===== src/tcr_params.svh =====
// Register offsets, field positions and reset values of the compare-reset timer.
// Assumes byte addressing on the register bus, one 32-bit word per register.
// Overview of operation
// - Special event trigger clears whole 16-bit count
// - Trigger-caused clear never sets overflow flag
// - Compare event flag raised independently of overflow
// - Compare value plus one gives the timer period
// - Asynchronous counting may lose a trigger
// - Count write in trigger cycle wins
// - Falling gate value clears go/done bit in single-pulse mode
// - Falling gate value sets gate event flag
// - Count wraps from maximum, sets overflow flag
`ifndef TCR_PARAMS_SVH
`define TCR_PARAMS_SVH

// ----------------------------------------
// Register offsets
// ----------------------------------------
`define TCR_OFF_COUNT 5'h00
`define TCR_OFF_CMP 5'h04
`define TCR_OFF_CTRL 5'h08
`define TCR_OFF_STAT 5'h0c
`define TCR_OFF_MASK 5'h10

// ----------------------------------------
// Control field positions
// ----------------------------------------
`define TCR_CTRL_ON 0
`define TCR_CTRL_SYNC 1
`define TCR_CTRL_SEVT 2
`define TCR_CTRL_GATE_EN 3
`define TCR_CTRL_POL 4
`define TCR_CTRL_SPM 5
`define TCR_CTRL_GO 6
`define TCR_CTRL_GVAL 7

// ----------------------------------------
// Status and mask field positions
// ----------------------------------------
`define TCR_ST_OVF 0
`define TCR_ST_GATE 1
`define TCR_ST_CMP 2

// ----------------------------------------
// Reset values
// ----------------------------------------
`define TCR_RST_COUNT 16'h0000
`define TCR_RST_CMP 16'hffff
`define TCR_RST_FLAGS 3'h0
`define TCR_COUNT_MAX 16'hffff

`endif


===== src/tcr_pkg.sv =====
// Shared types of the compare-reset timer.
// Assumes the field positions of tcr_params.svh.
package tcr_pkg;
   typedef struct packed {
      logic pol;
      logic spm;
      logic gate_en;
      logic sevt_en;
      logic sync_mode;
      logic on;
   } tcr_ctrl_t;
   typedef logic [2:0] tcr_flags_t;
endpackage


===== src/tcr_gate_if.sv =====
// Signals between the timer core and its single-pulse gate logic.
// Assumes all signals live on sys_clk_i.
`timescale 1ns/1ns
interface tcr_gate_if;
   logic gate_level;
   logic enable;
   logic polarity;
   logic single_pulse;
   logic go_set;
   logic go_clear_sw;
   logic gate_value;
   logic count_enable;
   logic go_done;
   logic fall;
   modport core (output gate_level, enable, polarity, single_pulse, go_set, go_clear_sw,
                 input gate_value, count_enable, go_done, fall);
   modport gate (input gate_level, enable, polarity, single_pulse, go_set, go_clear_sw,
                 output gate_value, count_enable, go_done, fall);
endinterface


===== src/tcr_gate.sv =====
// Gate value, single-pulse go/done bit and gate falling-edge detect.
// Assumes a synchronised gate level from the timer core.
`timescale 1ns/1ns
module tcr_gate (
   input wire logic sys_clk_i,
   input wire logic rst_i,
   input wire logic ce_i,
   tcr_gate_if.gate g
);
   typedef struct packed {
      logic val;
      logic go;
   } tcr_gate_st_t;
   tcr_gate_st_t st_reg, st_next;
   logic cur;

   assign cur = g.polarity ? g.gate_level : ~g.gate_level;
   assign g.fall = st_reg.val & ~cur;
   assign g.gate_value = st_reg.val;
   assign g.go_done = st_reg.go;
   // With the gate enabled in single-pulse mode only one armed pulse may advance the count
   assign g.count_enable = ~g.enable | (st_reg.val & (~g.single_pulse | st_reg.go));

   always_comb begin
      st_next = st_reg;
      st_next.val = cur;
      if (g.go_clear_sw || (g.single_pulse && g.fall)) begin
         st_next.go = 1'b0;
      end
      // A fresh arm by software outranks a coincident hardware clear
      if (g.go_set) begin
         st_next.go = 1'b1;
      end
   end

   always_ff @(posedge sys_clk_i) begin
      if (rst_i) begin
         st_reg <= '0;
      end else if (ce_i) begin
         st_reg <= st_next;
      end
   end

   property p_go_clear;
      @(posedge sys_clk_i) disable iff (rst_i)
      ce_i && g.single_pulse && g.fall && !g.go_set |=> !g.go_done;
   endproperty
   a_go_clear: assert property (p_go_clear) else $error("go/done not cleared on gate fall");
endmodule


===== src/tcr_sync.sv =====
// Three-stage pin synchroniser with agreement filter and rise pulse.
// Assumes inputs are asynchronous to sys_clk_i.
`timescale 1ns/1ns
module tcr_sync #(
   parameter int W = 2
) (
   input wire logic sys_clk_i,
   input wire logic rst_i,
   input wire logic ce_i,
   input wire logic [W-1:0] pin_i,
   output logic [W-1:0] level_o,
   output logic [W-1:0] rise_o
);
   typedef struct packed {
      logic [W-1:0] s1;
      logic [W-1:0] s2;
      logic [W-1:0] s3;
      logic [W-1:0] lvl;
   } tcr_sync_st_t;
   tcr_sync_st_t st_reg, st_next;
   logic [W-1:0] agree;

   if (W < 1) begin : g_chk
      $error("tcr_sync width must be at least one");
   end

   // Stage one feeds only stage two; the filter looks at stages two and three
   assign agree = ~(st_reg.s2 ^ st_reg.s3);
   assign rise_o = agree & st_reg.s3 & ~st_reg.lvl;
   assign level_o = st_reg.lvl;

   always_comb begin
      st_next = st_reg;
      st_next.s1 = pin_i;
      st_next.s2 = st_reg.s1;
      st_next.s3 = st_reg.s2;
      st_next.lvl = (agree & st_reg.s3) | (~agree & st_reg.lvl);
   end

   always_ff @(posedge sys_clk_i) begin
      if (rst_i) begin
         st_reg <= '0;
      end else if (ce_i) begin
         st_reg <= st_next;
      end
   end
endmodule


===== src/tcr_top.sv =====
// Compare-reset timer: 16-bit count, compare period, gate, Avalon-MM slave.
// Assumes pins ext_clk_i and gate_pin_i are asynchronous; the bus is on sys_clk_i.
`timescale 1ns/1ns
`include "tcr_params.svh"
module tcr_top
   import tcr_pkg::*;
#(
   parameter int CW = 16
) (
   input wire logic sys_clk_i,
   input wire logic rst_i,
   input wire logic ce_i,
   input wire logic [4:0] avs_address_i,
   input wire logic avs_read_i,
   input wire logic avs_write_i,
   input wire logic [31:0] avs_writedata_i,
   input wire logic [3:0] avs_byteenable_i,
   output logic [31:0] avs_readdata_o,
   output logic avs_waitrequest_o,
   input wire logic ext_clk_i,
   input wire logic gate_pin_i,
   output logic sevt_o,
   output logic irq_o
);
   // ----------------------------------------
   // State
   // ----------------------------------------
   typedef struct packed {
      logic [15:0] count;
      logic [15:0] cmp;
      tcr_ctrl_t ctrl;
      tcr_flags_t stat;
      tcr_flags_t mask;
      logic pend;
      logic mprev;
      logic ack;
      logic sevt;
      logic [31:0] rdata;
   } tcr_top_st_t;

   localparam tcr_ctrl_t CTRL_RESET = '{pol: 1'b0, spm: 1'b0, gate_en: 1'b0,
                                        sevt_en: 1'b0, sync_mode: 1'b1, on: 1'b0};
   localparam tcr_top_st_t ST_RESET = '{count: `TCR_RST_COUNT, cmp: `TCR_RST_CMP,
                                        ctrl: CTRL_RESET, stat: `TCR_RST_FLAGS,
                                        mask: `TCR_RST_FLAGS, pend: 1'b0, mprev: 1'b0,
                                        ack: 1'b0, sevt: 1'b0, rdata: 32'h0000_0000};

   tcr_top_st_t st_reg, st_next;

   if (CW != 16) begin : g_chk
      $error("tcr_top count is two bytes wide");
   end

   // ----------------------------------------
   // Helpers
   // ----------------------------------------
   function automatic logic [15:0] merge16(input logic [15:0] old, input logic [31:0] wd,
                                           input logic [3:0] be);
      logic [15:0] r;
      r = old;
      if (be[0]) begin
         r[7:0] = wd[7:0];
      end
      if (be[1]) begin
         r[15:8] = wd[15:8];
      end
      return r;
   endfunction

   function automatic logic [31:0] ctrl_word(input tcr_ctrl_t c, input logic go,
                                             input logic gval);
      logic [31:0] w;
      w = 32'h0000_0000;
      w[`TCR_CTRL_ON] = c.on;
      w[`TCR_CTRL_SYNC] = c.sync_mode;
      w[`TCR_CTRL_SEVT] = c.sevt_en;
      w[`TCR_CTRL_GATE_EN] = c.gate_en;
      w[`TCR_CTRL_POL] = c.pol;
      w[`TCR_CTRL_SPM] = c.spm;
      w[`TCR_CTRL_GO] = go;
      w[`TCR_CTRL_GVAL] = gval;
      return w;
   endfunction

   // ----------------------------------------
   // Pins and gate
   // ----------------------------------------
   logic [1:0] pin_lvl;
   logic [1:0] pin_rise;

   tcr_sync #(
      .W(2)
   ) u_sync (
      .sys_clk_i(sys_clk_i),
      .rst_i(rst_i),
      .ce_i(ce_i),
      .pin_i({gate_pin_i, ext_clk_i}),
      .level_o(pin_lvl),
      .rise_o(pin_rise)
   );

   tcr_gate_if gif ();

   tcr_gate u_gate (
      .sys_clk_i(sys_clk_i),
      .rst_i(rst_i),
      .ce_i(ce_i),
      .g(gif.gate)
   );

   // ----------------------------------------
   // Bus decode
   // ----------------------------------------
   logic req;
   logic wr;
   logic wr_count;
   logic wr_cmp;
   logic wr_ctrl;
   logic wr_stat;
   logic wr_mask;
   logic [31:0] rd_mux;

   assign req = avs_read_i | avs_write_i;
   // Writes land on the edge that ends waitrequest, as the master samples it
   assign wr = st_reg.ack & avs_write_i;
   assign avs_waitrequest_o = req & ~st_reg.ack;
   assign avs_readdata_o = st_reg.rdata;

   always_comb begin
      wr_count = 1'b0;
      wr_cmp = 1'b0;
      wr_ctrl = 1'b0;
      wr_stat = 1'b0;
      wr_mask = 1'b0;
      rd_mux = 32'h0000_0000;
      if (avs_address_i == `TCR_OFF_COUNT) begin
         wr_count = wr & (|avs_byteenable_i[1:0]);
         rd_mux = {16'h0000, st_reg.count};
      end else if (avs_address_i == `TCR_OFF_CMP) begin
         wr_cmp = wr;
         rd_mux = {16'h0000, st_reg.cmp};
      end else if (avs_address_i == `TCR_OFF_CTRL) begin
         wr_ctrl = wr & avs_byteenable_i[0];
         rd_mux = ctrl_word(st_reg.ctrl, gif.go_done, gif.gate_value);
      end else if (avs_address_i == `TCR_OFF_STAT) begin
         wr_stat = wr & avs_byteenable_i[0];
         rd_mux = {29'h0000_0000, st_reg.stat};
      end else if (avs_address_i == `TCR_OFF_MASK) begin
         wr_mask = wr & avs_byteenable_i[0];
         rd_mux = {29'h0000_0000, st_reg.mask};
      end
   end

   assign gif.gate_level = pin_lvl[1];
   assign gif.enable = st_reg.ctrl.gate_en;
   assign gif.polarity = st_reg.ctrl.pol;
   assign gif.single_pulse = st_reg.ctrl.spm;
   assign gif.go_set = wr_ctrl & avs_writedata_i[`TCR_CTRL_GO];
   assign gif.go_clear_sw = wr_ctrl & ~avs_writedata_i[`TCR_CTRL_GO];

   // ----------------------------------------
   // Timer core
   // ----------------------------------------
   logic tick;
   logic match;
   logic pulse;
   logic sevt_reset;
   logic wrap;
   tcr_flags_t set_flags;

   // Synchronized mode counts every enabled clock; otherwise one count per pin rise
   assign tick = st_reg.ctrl.on & gif.count_enable & (st_reg.ctrl.sync_mode | pin_rise[0]);
   assign match = st_reg.ctrl.sevt_en & (st_reg.count == st_reg.cmp);
   assign pulse = match & ~st_reg.mprev;
   // A trigger is held for the next timer edge only in synchronized mode;
   // on the pin clock it is lost unless an edge lands in the same cycle
   assign sevt_reset = tick & (pulse | (st_reg.ctrl.sync_mode & st_reg.pend));
   assign wrap = tick & ~sevt_reset & (st_reg.count == `TCR_COUNT_MAX);
   assign sevt_o = st_reg.sevt;
   assign irq_o = |(st_reg.stat & st_reg.mask);

   always_comb begin
      set_flags = `TCR_RST_FLAGS;
      set_flags[`TCR_ST_OVF] = ~wr_count & wrap;
      set_flags[`TCR_ST_GATE] = gif.fall;
      set_flags[`TCR_ST_CMP] = pulse;
   end

   always_comb begin
      st_next = st_reg;
      st_next.mprev = match;
      st_next.sevt = pulse;
      st_next.pend = st_reg.ctrl.sync_mode & (pulse | st_reg.pend) & ~tick;
      st_next.ack = req & ~st_reg.ack;
      if (req && !st_reg.ack) begin
         st_next.rdata = rd_mux;
      end
      if (wr_count) begin
         st_next.count = merge16(st_reg.count, avs_writedata_i, avs_byteenable_i);
         st_next.pend = 1'b0;
      end else if (sevt_reset) begin
         st_next.count = 16'h0000;
      end else if (tick) begin
         st_next.count = st_reg.count + 16'h0001;
      end
      if (wr_cmp) begin
         st_next.cmp = merge16(st_reg.cmp, avs_writedata_i, avs_byteenable_i);
      end
      if (wr_ctrl) begin
         st_next.ctrl.on = avs_writedata_i[`TCR_CTRL_ON];
         st_next.ctrl.sync_mode = avs_writedata_i[`TCR_CTRL_SYNC];
         st_next.ctrl.sevt_en = avs_writedata_i[`TCR_CTRL_SEVT];
         st_next.ctrl.gate_en = avs_writedata_i[`TCR_CTRL_GATE_EN];
         st_next.ctrl.pol = avs_writedata_i[`TCR_CTRL_POL];
         st_next.ctrl.spm = avs_writedata_i[`TCR_CTRL_SPM];
      end
      if (wr_mask) begin
         st_next.mask = avs_writedata_i[2:0];
      end
      // Write-one-to-clear; a new event in the same cycle survives the clear
      if (wr_stat) begin
         st_next.stat = st_reg.stat & ~avs_writedata_i[2:0];
      end
      st_next.stat = st_next.stat | set_flags;
   end

   always_ff @(posedge sys_clk_i) begin
      if (rst_i) begin
         st_reg <= ST_RESET;
      end else if (ce_i) begin
         st_reg <= st_next;
      end
   end

   // ----------------------------------------
   // Checks
   // ----------------------------------------
   property p_sevt_clear;
      @(posedge sys_clk_i) disable iff (rst_i)
      ce_i && sevt_reset && !wr_count |=> st_reg.count == 16'h0000;
   endproperty
   a_sevt_clear: assert property (p_sevt_clear) else $error("trigger did not clear count");

   property p_no_ovf;
      @(posedge sys_clk_i) disable iff (rst_i)
      ce_i && sevt_reset && !st_reg.stat[`TCR_ST_OVF] |=> !st_reg.stat[`TCR_ST_OVF];
   endproperty
   a_no_ovf: assert property (p_no_ovf) else $error("trigger clear set overflow flag");

   property p_cmp_flag;
      @(posedge sys_clk_i) disable iff (rst_i)
      ce_i && pulse |=> st_reg.stat[`TCR_ST_CMP] && sevt_o;
   endproperty
   a_cmp_flag: assert property (p_cmp_flag) else $error("compare event flag missing");

   property p_period;
      @(posedge sys_clk_i) disable iff (rst_i)
      ce_i && st_reg.ctrl.sync_mode && match && tick && !wr_count && st_reg.cmp != 16'h0000
      |=> st_reg.count == 16'h0000;
   endproperty
   a_period: assert property (p_period) else $error("count ran past the compare period");

   property p_async_lost;
      @(posedge sys_clk_i) disable iff (rst_i)
      ce_i && !st_reg.ctrl.sync_mode && pulse && !tick |=> !st_reg.pend;
   endproperty
   a_async_lost: assert property (p_async_lost) else $error("async trigger was held");

   property p_write_wins;
      @(posedge sys_clk_i) disable iff (rst_i)
      ce_i && wr_count && sevt_reset && avs_byteenable_i[1:0] == 2'h3
      |=> st_reg.count == $past(avs_writedata_i[15:0]);
   endproperty
   a_write_wins: assert property (p_write_wins) else $error("trigger beat a count write");

   property p_gate_flag;
      @(posedge sys_clk_i) disable iff (rst_i)
      ce_i && gif.fall |=> st_reg.stat[`TCR_ST_GATE];
   endproperty
   a_gate_flag: assert property (p_gate_flag) else $error("gate event flag not set");

   property p_wrap;
      @(posedge sys_clk_i) disable iff (rst_i)
      ce_i && wrap && !wr_count |=> st_reg.count == 16'h0000 && st_reg.stat[`TCR_ST_OVF];
   endproperty
   a_wrap: assert property (p_wrap) else $error("wrap did not clear count and flag");

   property p_replace;
      @(posedge sys_clk_i) disable iff (rst_i)
      ce_i && st_reg.ctrl.sync_mode && st_reg.pend && tick && !wr_count |=> st_reg.count == 16'h0000;
   endproperty
   a_replace: assert property (p_replace) else $error("held trigger not applied");

   // A trigger seen without a timer edge in synchronized mode waits for that edge
   property p_pend_hold;
      @(posedge sys_clk_i) disable iff (rst_i)
      ce_i && st_reg.ctrl.sync_mode && st_reg.pend && !tick && !wr_count |=> st_reg.pend;
   endproperty
   a_pend_hold: assert property (p_pend_hold) else $error("held trigger dropped early");

   property p_gate_sticky;
      @(posedge sys_clk_i) disable iff (rst_i)
      ce_i && st_reg.stat[`TCR_ST_GATE] && !(wr_stat && avs_writedata_i[`TCR_ST_GATE])
      |=> st_reg.stat[`TCR_ST_GATE];
   endproperty
   a_gate_sticky: assert property (p_gate_sticky) else $error("gate event flag lost");
endmodule


===== config.mk =====
export PLATFORM = sky130hd
export DESIGN_NAME = tcr_top
export DESIGN_NICKNAME = d
export VERILOG_FILES = /design/src/tcr_pkg.sv /design/src/tcr_gate_if.sv /design/src/tcr_gate.sv /design/src/tcr_sync.sv /design/src/tcr_top.sv
export VERILOG_INCLUDE_DIRS = /design/src
export SDC_FILE = /design/constraint.sdc
export NUM_CORES = 1
export LEC_CHECK = 0
export ABC_AREA = 0
export BUFFER_PORTS_ARGS = -buffer_cell sky130_fd_sc_hd__buf_2
export CORE_ASPECT_RATIO = 1.1
export CORE_MARGIN = 4
export CORE_UTILIZATION = 50
export DETAILED_ROUTE_END_ITERATION = 12
export GPL_TIMING_DRIVEN = 0
export PLACE_DENSITY = 0.79
export SLEW_MARGIN = 10
export SYNTH_ARGS = -nofsm -noshare
export SYNTH_HDL_FRONTEND = slang
export SYNTH_SLANG_ARGS = --single-unit

===== constraint.sdc =====
create_clock -name sys_clk_i -period 1.9 [get_ports sys_clk_i]
set_clock_uncertainty 0.2 [all_clocks]
set_input_delay 0.095 -clock sys_clk_i [delete_from_list [all_inputs] [get_ports sys_clk_i]]
set_output_delay 0.095 -clock sys_clk_i [all_outputs]
set_load 0.02 [all_outputs]

==> reports/qor.csv, run 1 <==
metric,value,unit
outcome,"finished, violations left",
failed_checks,negative setup slack,
pwr-share-comb,0.117,
rr_endpoint,st_reg[39],
synth-seq-cells,74,
fin_nets,692,
crit_type,reg2reg,
fillers,631,
wl_per_cell,18.0,microns
fin_area,5790,sq um
netlist_instances,520,
ys_async_sr_fraction,0,
cts_tree,built,
grtUsageTotal,0.266,
grt-ovfl-total,0,
endpoint_kind,register,
worst_slack,-0.158,ns
synth_seq_area_share,0.348,
root_buffer,clkbuf_8,
grt_pass1_wl,20800,microns
yosys_warnings,0,
postPlaceCellArea,4690,sq um
htreeDepth,3,
worstSetupStartpointType,register,
die-area,10000,sq um
vias_per_cell,5.93,
ios,83,
ir_drop,0.561,mV
grt_max_degree,13,
syn_area,4250,sq um
die_height,105,microns
dr.pass1.iters,6,
antenna_found_initial,0,
area_growth_syn_to_layout,36.0,%
worstPathArrival,2.12,ns
largest_reg_flops,44,
rr_startpoint,st_reg[78],
place_ws,-0.523,ns
tns,-2.44,ns
port_buffers,47,
hold_start,ce_i,
setup_viol,21,
die_x,95.9,microns
cts_sinks,74,
n_antenna_cell,0,
swShare,0.257,
route.vias.total,4493,
drive_above_1_share,0.317,
hold_depth,4,
rsz0062_at_grt,true,
yosysUniqueCellTypes,61,
seqPwrFrac,0.464,
slew_headroom,0.516,
p_int,2.55,mW
grt_pass1_vias,4237,
avgSynthCellArea,8.18,sq um
cts_buffers,9,
switching_power,881,uW
dp_hpwl,9030,microns
cts_max_path_buffers,2,
r2r_cells,7,
post-route-period-util,1.08,
place.gp.congestion,0.939,
detail-route-antenna-nets,0,
r2r_slack,-0.16,ns
drt-total-wl,13700,microns
drt_iter0_drc,519,
drc,0,
slew_viol_final,0,
powerDensity,594,nW/um^2
ys.flop_type,dfxtp_1,
num_rows,35,
synth-edff-count,0,
finalHoldViolCount,0,
clock_latency,0.37,ns
cap_violations,0,
power.share.clock,0.419,
fmax,486,MHz
static-leakage-power,2.43,nW
fin_crit,2.06,ns
path_max_fanout,6,
initial_utilization,0.511,
tightest_slew,0.726,ns
core,8320,sq um
cts.clk_slew.worst_paths,0.09,ns
hp-class,in2reg,
required,1.96,ns
stage by stage:
| step | util | power (mW) | hold slack (ns) | instances |
|---|---|---|---|---|
| finish | 0.695 | 3.43 | 0.0203 | 758 |
| global route | 0.695 | 3.53 | 0.0411 | 758 |
| CTS | 0.669 | 3.41 | 0.0207 | 747 |
| detailed placement | 0.563 | 1.97 | 0.125 | 693 |
| global placement | 0.563 | 1.97 | 0.124 | 693 |
| floorplan | - | 1.86 | 0.0130 | 535 |
power by group through the flow:
stage	combinational (mW)	clock [mW]	sequential, mW
after detailed placement	0.345	0	1.63
final	0.403	1.44	1.59
after floorplan	0.232	0	1.62
after global routing	0.432	1.50	1.60
after global placement	0.341	0	1.63
after CTS	0.387	1.43	1.59
critical path, stage by stage (launching register included):
cell,delay [ns]
dfxtp_1,0.48
xnor2_2,0.18
nand4_1,0.23
buf_4,0.22
nor3b_4,0.24
buf_4,0.16
nor3_2,0.04
a31o_2,0.21
synthesized netlist by cell type (all sizes together), types with 2 or more instances:
cell / instances / area share
or3: 5 / 0.0074
a31oi: 12 / 0.021
and3: 6 / 0.0094
o21ai: 14 / 0.016
xnor2: 16 / 0.033
or2: 2 / 0.0029
o21a: 3 / 0.0053
o32ai: 2 / 0.0041
o211ai: 2 / 0.0059
nor4: 4 / 0.014
nor2b: 5 / 0.0074
a21oi: 18 / 0.021
ha: 2 / 0.0059
nand3b: 3 / 0.0053
a22oi: 5 / 0.0088
a211oi: 2 / 0.0035
a32oi: 4 / 0.0082
nand3: 25 / 0.031
dfxtp: 74 / 0.35
nor3: 20 / 0.031
mux2i: 31 / 0.073
a31o: 2 / 0.0062
and2: 8 / 0.012
and4: 3 / 0.0071
inv: 10 / 0.0088
nand4: 29 / 0.044
buf: 51 / 0.084
a221oi: 9 / 0.019
o221ai: 3 / 0.0062
nor2: 54 / 0.048
clkbuf: 11 / 0.011
nand2: 73 / 0.064
timing repair:
item | CTS | global route
buffers inserted | 12 | 13
gates resized for setup | 57 | 27
pin swaps | 24 | 18
hold endpoints to repair | 41 | 0
hold buffers | 24 | 0
cloned | 3 | 0
endpoints found under the setup margin | 27 | 36
final cells by class:
class	count	area, sq um	area share
Tap cell	111	139	0.0240
Timing Repair Buffer	97	776	0.134
Buffer	60	445	0.0770
Inverter	11	41.3	0.00714
Sequential cell	74	1500	0.259
Multi-Input combinational cell	389	2660	0.459
Clock inverter	4	73.8	0.0128
Clock buffer	12	155	0.0268
worst max-delay path by stage:
stage,startpoint,to,slack (ns),depth (start not counted)
after floorplan,st_reg[77],st_reg[76],-0.005,8
after global placement,st_reg[78],st_reg[72],-0.45,7
after detailed placement,st_reg[76],st_reg[72],-0.52,7
after CTS,st_reg[73],st_reg[74],-0.14,8
after global routing,st_reg[68],st_reg[39],-0.21,8
final,st_reg[78],st_reg[39],-0.16,7
layout by cell type (no fill, tap or decap), types with 4 or more instances in the layout:
cell type      instances
nand2_1               70
dfxtp_1               61
nor2_1                51
buf_4                 50
buf_2                 48
mux2i_1               31
nand4_1               28
dlygate4sd3_1         24
nand3_1               20
a21oi_1               16
conb_1                16
nor3_1                13
o21ai_0               13
buf_6                 12
dfxtp_2               12
clkbuf_8              11
inv_1                 10
a31oi_1               10
clkbuf_1               9
xnor2_1                8
and2_1                 8
a221oi_1               8
xnor2_2                7
or3_1                  5
a22oi_1                5
buf_1                  4
nor3_4                 4
nand3_2                4
nor4_4                 4
nor2b_1                4
buf_12                 4
routing by layer:
layer,track usage,up-vias,share of wire
li1,-,2059,-
met1,0.334,2094,0.37
met2,0.422,272,0.49
met3,0.0490,68,0.085
met4,0.146,0,0.050
met5,0,-,0
logic make-up after synthesis:
family,synth area share
and+or+nand+nor,0.301
AOI/OAI and AO/OA,0.132
DFF,0.348
buffers and inverters,0.104
muxes,0.0729
xor gates and xnor gates,0.0350
adders and majority gates,0.00588
other,0.000882
No activity file was read; power rests on OpenSTA's default activity.
==> run 2, diff against run 1 <==
--- a/config.mk
+++ b/config.mk
@@ -10,10 +10,10 @@
 export BUFFER_PORTS_ARGS = -buffer_cell sky130_fd_sc_hd__buf_2
 export CORE_ASPECT_RATIO = 1.1
 export CORE_MARGIN = 4
-export CORE_UTILIZATION = 50
+export CORE_UTILIZATION = 30
 export DETAILED_ROUTE_END_ITERATION = 12
 export GPL_TIMING_DRIVEN = 0
-export PLACE_DENSITY = 0.79
+export PLACE_DENSITY = 0.53
 export SLEW_MARGIN = 10
 export SYNTH_ARGS = -nofsm -noshare
 export SYNTH_HDL_FRONTEND = slang
==> reports/qor.csv, run 2 (synthesis results as in run 1) <==
metric,value,unit,change
root_buffer,clkbuf_16,,
worst_slack,-0.155,ns,+0.00248 ns
cts_buffers,9,,unchanged
cts_tree,built,,
cts_sinks,74,,unchanged
htreeDepth,3,,unchanged
holdWs,0.00843,ns,-0.0119 ns
crit_type,reg2reg,,
slew_viol_final,0,,unchanged
grt-busiest-layer,met2,,
fmax,487,MHz,+0.12%
gr-usage-met2,0.278,,-0.144
fillers,1415,,+120%
cp_top_family,simple AND/OR/NAND/NOR gates,,
drt_iter0_drc,263,,-49%
finalHoldViolCount,0,,unchanged
ios,83,,unchanged
r2r_slack,-0.16,ns,about the same
path_max_fanout,4,,-2
layout_commonest_cell,nand2_1,,
worstPathArrival,2.09,ns,-0.03 ns
die-area,16200,sq um,+61%
route.vias.total,4227,,-5.9%
core,13900,sq um,+66%
setup_viol,20,,-4.8%
initial_utilization,0.307,,-0.204
num_rows,45,,+29%
p_total,3.74,mW,+8.9%
largest_reg_flops,44,,unchanged
grtUsageMet1,0.211,,-0.123
cts.clk_slew.worst_paths,0.06,ns,-0.03 ns
grt_max_degree,13,,unchanged
drc,0,,unchanged
area_growth_syn_to_layout,38.3,%,
use_met3,0.0329,,-0.0160
static-leakage-power,2.49,nW,+2.6%
grtUsageTotal,0.169,,-0.0964
failed_checks,negative setup slack,,
cpPeakStageDelay,0.40,ns,-0.08 ns
multi_input_area,2640,sq um,-0.42%
hp-class,in2reg,,
fin_cells,836,,+10%
powerDensity,636,nW/um^2,+7.1%
port_buffers,47,,unchanged
grt_pass1_wl,21300,microns,+2.3%
n_antenna_cell,0,,unchanged
final_cell_mix,"nand2_1, dfxtp_1, buf_4",,
dp_hpwl,10000,microns,+11%
crit_path_cell_trace,"xnor2_2, nand4_1, nor4_4, nor3b_4, buf_4, nor3_2, a31o_2",,
path_buf_inv,1,,-1
rsz0062_at_grt,true,,
vias_per_cell,5.06,,-15%
fin_nets,693,,+0.14%
fin_area,5880,sq um,+1.7%
required,1.93,ns,-0.03 ns
grt-ovfl-total,0,,unchanged
slew_headroom,0.520,,+0.00388
post-route-period-util,1.08,,-0.00131
cap_violations,0,,unchanged
drt-total-wl,13700,microns,+0.34%
slowest_stage,nor4_4,,
detail-route-antenna-nets,0,,unchanged
endpoint_kind,register,,
antenna_found_initial,0,,unchanged
place.gp.congestion,0.903,,-3.8%
die_x,122,microns,+27%
cts_max_path_buffers,2,,unchanged
tightest_slew,0.720,ns,-0.00582 ns
die_height,133,microns,+27%
ir_drop,0.398,mV,-29%
drive_above_1_share,0.323,,+0.00568
dr.pass1.iters,5,,-1
final-seq-area,1510,sq um,+0.83%
postPlaceCellArea,4780,sq um,+2.1%
worstSetupStartpointType,register,,
outcome,"finished, violations left",,
clock_latency,0.35,ns,-0.02 ns
wl_per_cell,16.4,microns,-9.0%
fin_crit,2.06,ns,-0.00248 ns
tns,-2.31,ns,+0.133 ns
dp_cells,770,,+11%
grt_pass1_vias,4087,,-3.5%
run 2: layout make-up:
cell class                 count  area share
multi-input combinational    389       0.449
sequential                    74       0.257
timing repair buffer          99       0.123
buffer                        59      0.0717
clock buffer                  11      0.0430
tap                          188      0.0400
clock inverter                 5     0.00893
inverter                      11     0.00702
run 2: where the power goes:
group	switching, mW	internal (mW)
combinational	0.236	0.167
clock	0.665	1.08
sequential	0.0185	1.57
run 2: per-stage QoR:
stage	utilization	setup slack [ns]
6_report	0.425	-0.155
5_1_grt	0.425	-0.245
2_1_floorplan	-	-0.00523
4_1_cts	0.410	-0.127
3_3_place_gp	0.345	-0.471
3_5_place_dp	0.345	-0.513
run 2: repair_timing:
item                                    in CTS  in global routing
pin swaps                                   28                 15
setup buffers                               10                 15
hold buffers                                25                  0
gates resized for setup                     57                 23
hold endpoints to repair                    40                  0
cloned                                       3                  0
endpoints found under the setup margin      27                 32
run 2: worst reg2reg max path, stage by stage (launching register included):
cell and delay [ns]:
dfxtp_4 0.36, xnor2_2 0.18, nand4_1 0.15, nor4_4 0.40
nor3b_4 0.27, buf_4 0.14, nor3_2 0.04, a31o_2 0.20
run 2: routing by layer:
| metal | wire length, microns | up-vias |
|---|---|---|
| met5 | 0 | - |
| met4 | 468 | 0 |
| met3 | 764 | 33 |
| met2 | 6650 | 136 |
| met1 | 5820 | 2000 |
| li1 | - | 2058 |
run 2: final timing paths:
| path | start | cells after the start | to |
|---|---|---|---|
| max reg2reg | st_reg[79] | 7 | st_reg[39] |
| max | st_reg[79] | 7 | st_reg[39] |
| min | avs_byteenable_i[1] | 5 | st_reg[77] |
| min reg2reg | avs_readdata_o[2] | 2 | avs_readdata_o[2] |
==> run 3, diff against run 2 <==
--- a/config.mk
+++ b/config.mk
@@ -9,7 +9,7 @@
 export ABC_AREA = 0
 export BUFFER_PORTS_ARGS = -buffer_cell sky130_fd_sc_hd__buf_2
 export CORE_ASPECT_RATIO = 1.1
-export CORE_MARGIN = 4
+export CORE_MARGIN = 5
 export CORE_UTILIZATION = 30
 export DETAILED_ROUTE_END_ITERATION = 12
 export GPL_TIMING_DRIVEN = 0
==> reports/qor.csv, run 3 (synthesis results as in run 1) <==
metric,value,unit,change
die-area,16700,sq um,+3.2%
final_cell_mix,"nand2_1, dfxtp_1, nor2_1",,
failed_checks,negative setup slack,,
post-route-period-util,1.08,,-0.00500
rr_endpoint,st_reg[35],,
place.gp.congestion,0.922,,+2.1%
cts_buffers,9,,unchanged
outcome,"finished, violations left",,
cap_violations,0,,unchanged
vias_per_cell,5.14,,+1.7%
holdWs,0.00242,ns,-0.00601 ns
grtUsageTotal,0.168,,-0.00149
multi_input_area,2660,sq um,+0.57%
clock_latency,0.34,ns,about the same
dr.pass1.iters,5,,unchanged
worst_slack,-0.146,ns,+0.00950 ns
ios,83,,unchanged
grt_pass1_vias,4145,,+1.4%
hold_start,rst_i,,
grt_pass1_wl,21800,microns,+2.1%
r2r_cells,6,,-1
endpoint_kind,register,,
drc,0,,unchanged
tightest_slew,0.722,ns,+0.00164 ns
grt-ovfl-total,0,,unchanged
dp_hpwl,10000,microns,+0.46%
cts.clk_slew.worst_paths,0.06,ns,about the same
drt_iter0_drc,346,,+32%
crit_path_cell_trace,"xnor2_2, nand4_1, nor4_4, nor3b_4, nand2_2, a221oi_2",,
slew_viol_final,0,,unchanged
crit_type,reg2reg,,
place_ws,-0.476,ns,+0.0367 ns
fmax,489,MHz,+0.46%
antenna_found_initial,0,,unchanged
drive_above_1_share,0.313,,-0.00954
die_x,124,microns,+1.6%
grt_max_degree,12,,-1
r2r_slack,-0.15,ns,about the same
hold_path_end,st_reg[77],,
drt-total-wl,13800,microns,+0.45%
root_buffer,clkbuf_16,,
cts_tree,built,,
worstPathArrival,2.10,ns,about the same
hp-class,in2reg,,
core,13900,sq um,unchanged
final-seq-area,1510,sq um,-0.17%
rr_startpoint,st_reg[70],,
htreeDepth,3,,unchanged
rsz0062_at_grt,true,,
setup_viol,20,,unchanged
cts_max_path_buffers,2,,unchanged
area_growth_syn_to_layout,36.3,%,
cts_sinks,74,,unchanged
ir_drop,0.320,mV,-20%
powerDensity,613,nW/um^2,-3.5%
fin_nets,684,,-1.3%
static-leakage-power,2.41,nW,-3.1%
hold_depth,4,,-1
num_rows,45,,unchanged
path_max_fanout,8,,+4
n_antenna_cell,0,,unchanged
finalHoldViolCount,0,,unchanged
wl_per_cell,16.6,microns,+1.5%
fin_crit,2.05,ns,-0.00950 ns
largest_reg_flops,44,,unchanged
p_total,3.56,mW,-4.9%
fillers,1450,,+2.5%
required,1.95,ns,+0.02 ns
route.vias.total,4251,,+0.57%
die_height,135,microns,+1.5%
slowest_stage,dfxtp_4,,
worstSetupStartpointType,register,,
initial_utilization,0.307,,unchanged
port_buffers,47,,unchanged
cpPeakStageDelay,0.38,ns,-0.02 ns
slew_headroom,0.519,,-0.00109
detail-route-antenna-nets,0,,unchanged
layout_commonest_cell,nand2_1,,
[run 3: routing by layer]
metal | global-route usage | up-vias | wire length (microns)
li1 | - | 2043 | -
met1 | 0.217 | 2019 | 5940
met2 | 0.274 | 152 | 6670
met3 | 0.0251 | 37 | 686
met4 | 0.0763 | 0 | 462
met5 | 0 | - | 0
[run 3: how the worst max path moves through the flow]
stage                     from         end  slack (ns)  cells past startpoint
detailed placement  st_reg[73]  st_reg[71]       -0.48                      8
global route        st_reg[74]  st_reg[35]       -0.27                      7
global placement    st_reg[76]  st_reg[72]       -0.43                      7
floorplan           st_reg[77]  st_reg[76]      -0.005                      8
finish              st_reg[70]  st_reg[35]       -0.15                      6
CTS                 st_reg[79]  st_reg[73]       -0.09                      7
[run 3: through the flow]
stage	instance area [sq um]	TNS [ns]	instances	util
floorplan	4310	-0.00523	535	-
global placement	4780	-14.51	770	0.345
detailed placement	4780	-16.00	770	0.345
CTS	5650	-1.37	821	0.408
global route	5800	-3.68	827	0.419
finish	5800	-1.53	827	0.419
[run 3: repair_timing]
item,CTS,global route
hold buffers,21,0
setup endpoints to repair,27,44
cloned,3,1
buffers inserted,13,5
hold endpoints to repair,39,0
gates resized for setup,66,23
pin swaps,16,13
[run 3: layout make-up]
type,instances,area share
sequential,74,0.260
inverter,11,0.00712
timing repair buffer,89,0.113
multi-input combinational,389,0.458
buffer,60,0.0746
clock buffer,13,0.0431
tap,188,0.0406
clock inverter,3,0.00259
[run 3: critical path: cells and delay by family, from the launching register on]
family | cells | cell delay [ns]
XOR/XNOR | 1 | 0.16
AND/OR/NAND/NOR | 4 | 0.92
AO/OA/AOI/OAI | 1 | 0.30
flip-flops | 1 | 0.38
[run 3: report_power, final]
part	switching, mW	internal, mW
Sequential	0.0181	1.57
Clock	0.658	0.914
Combinational	0.233	0.161
Total	0.909	2.65
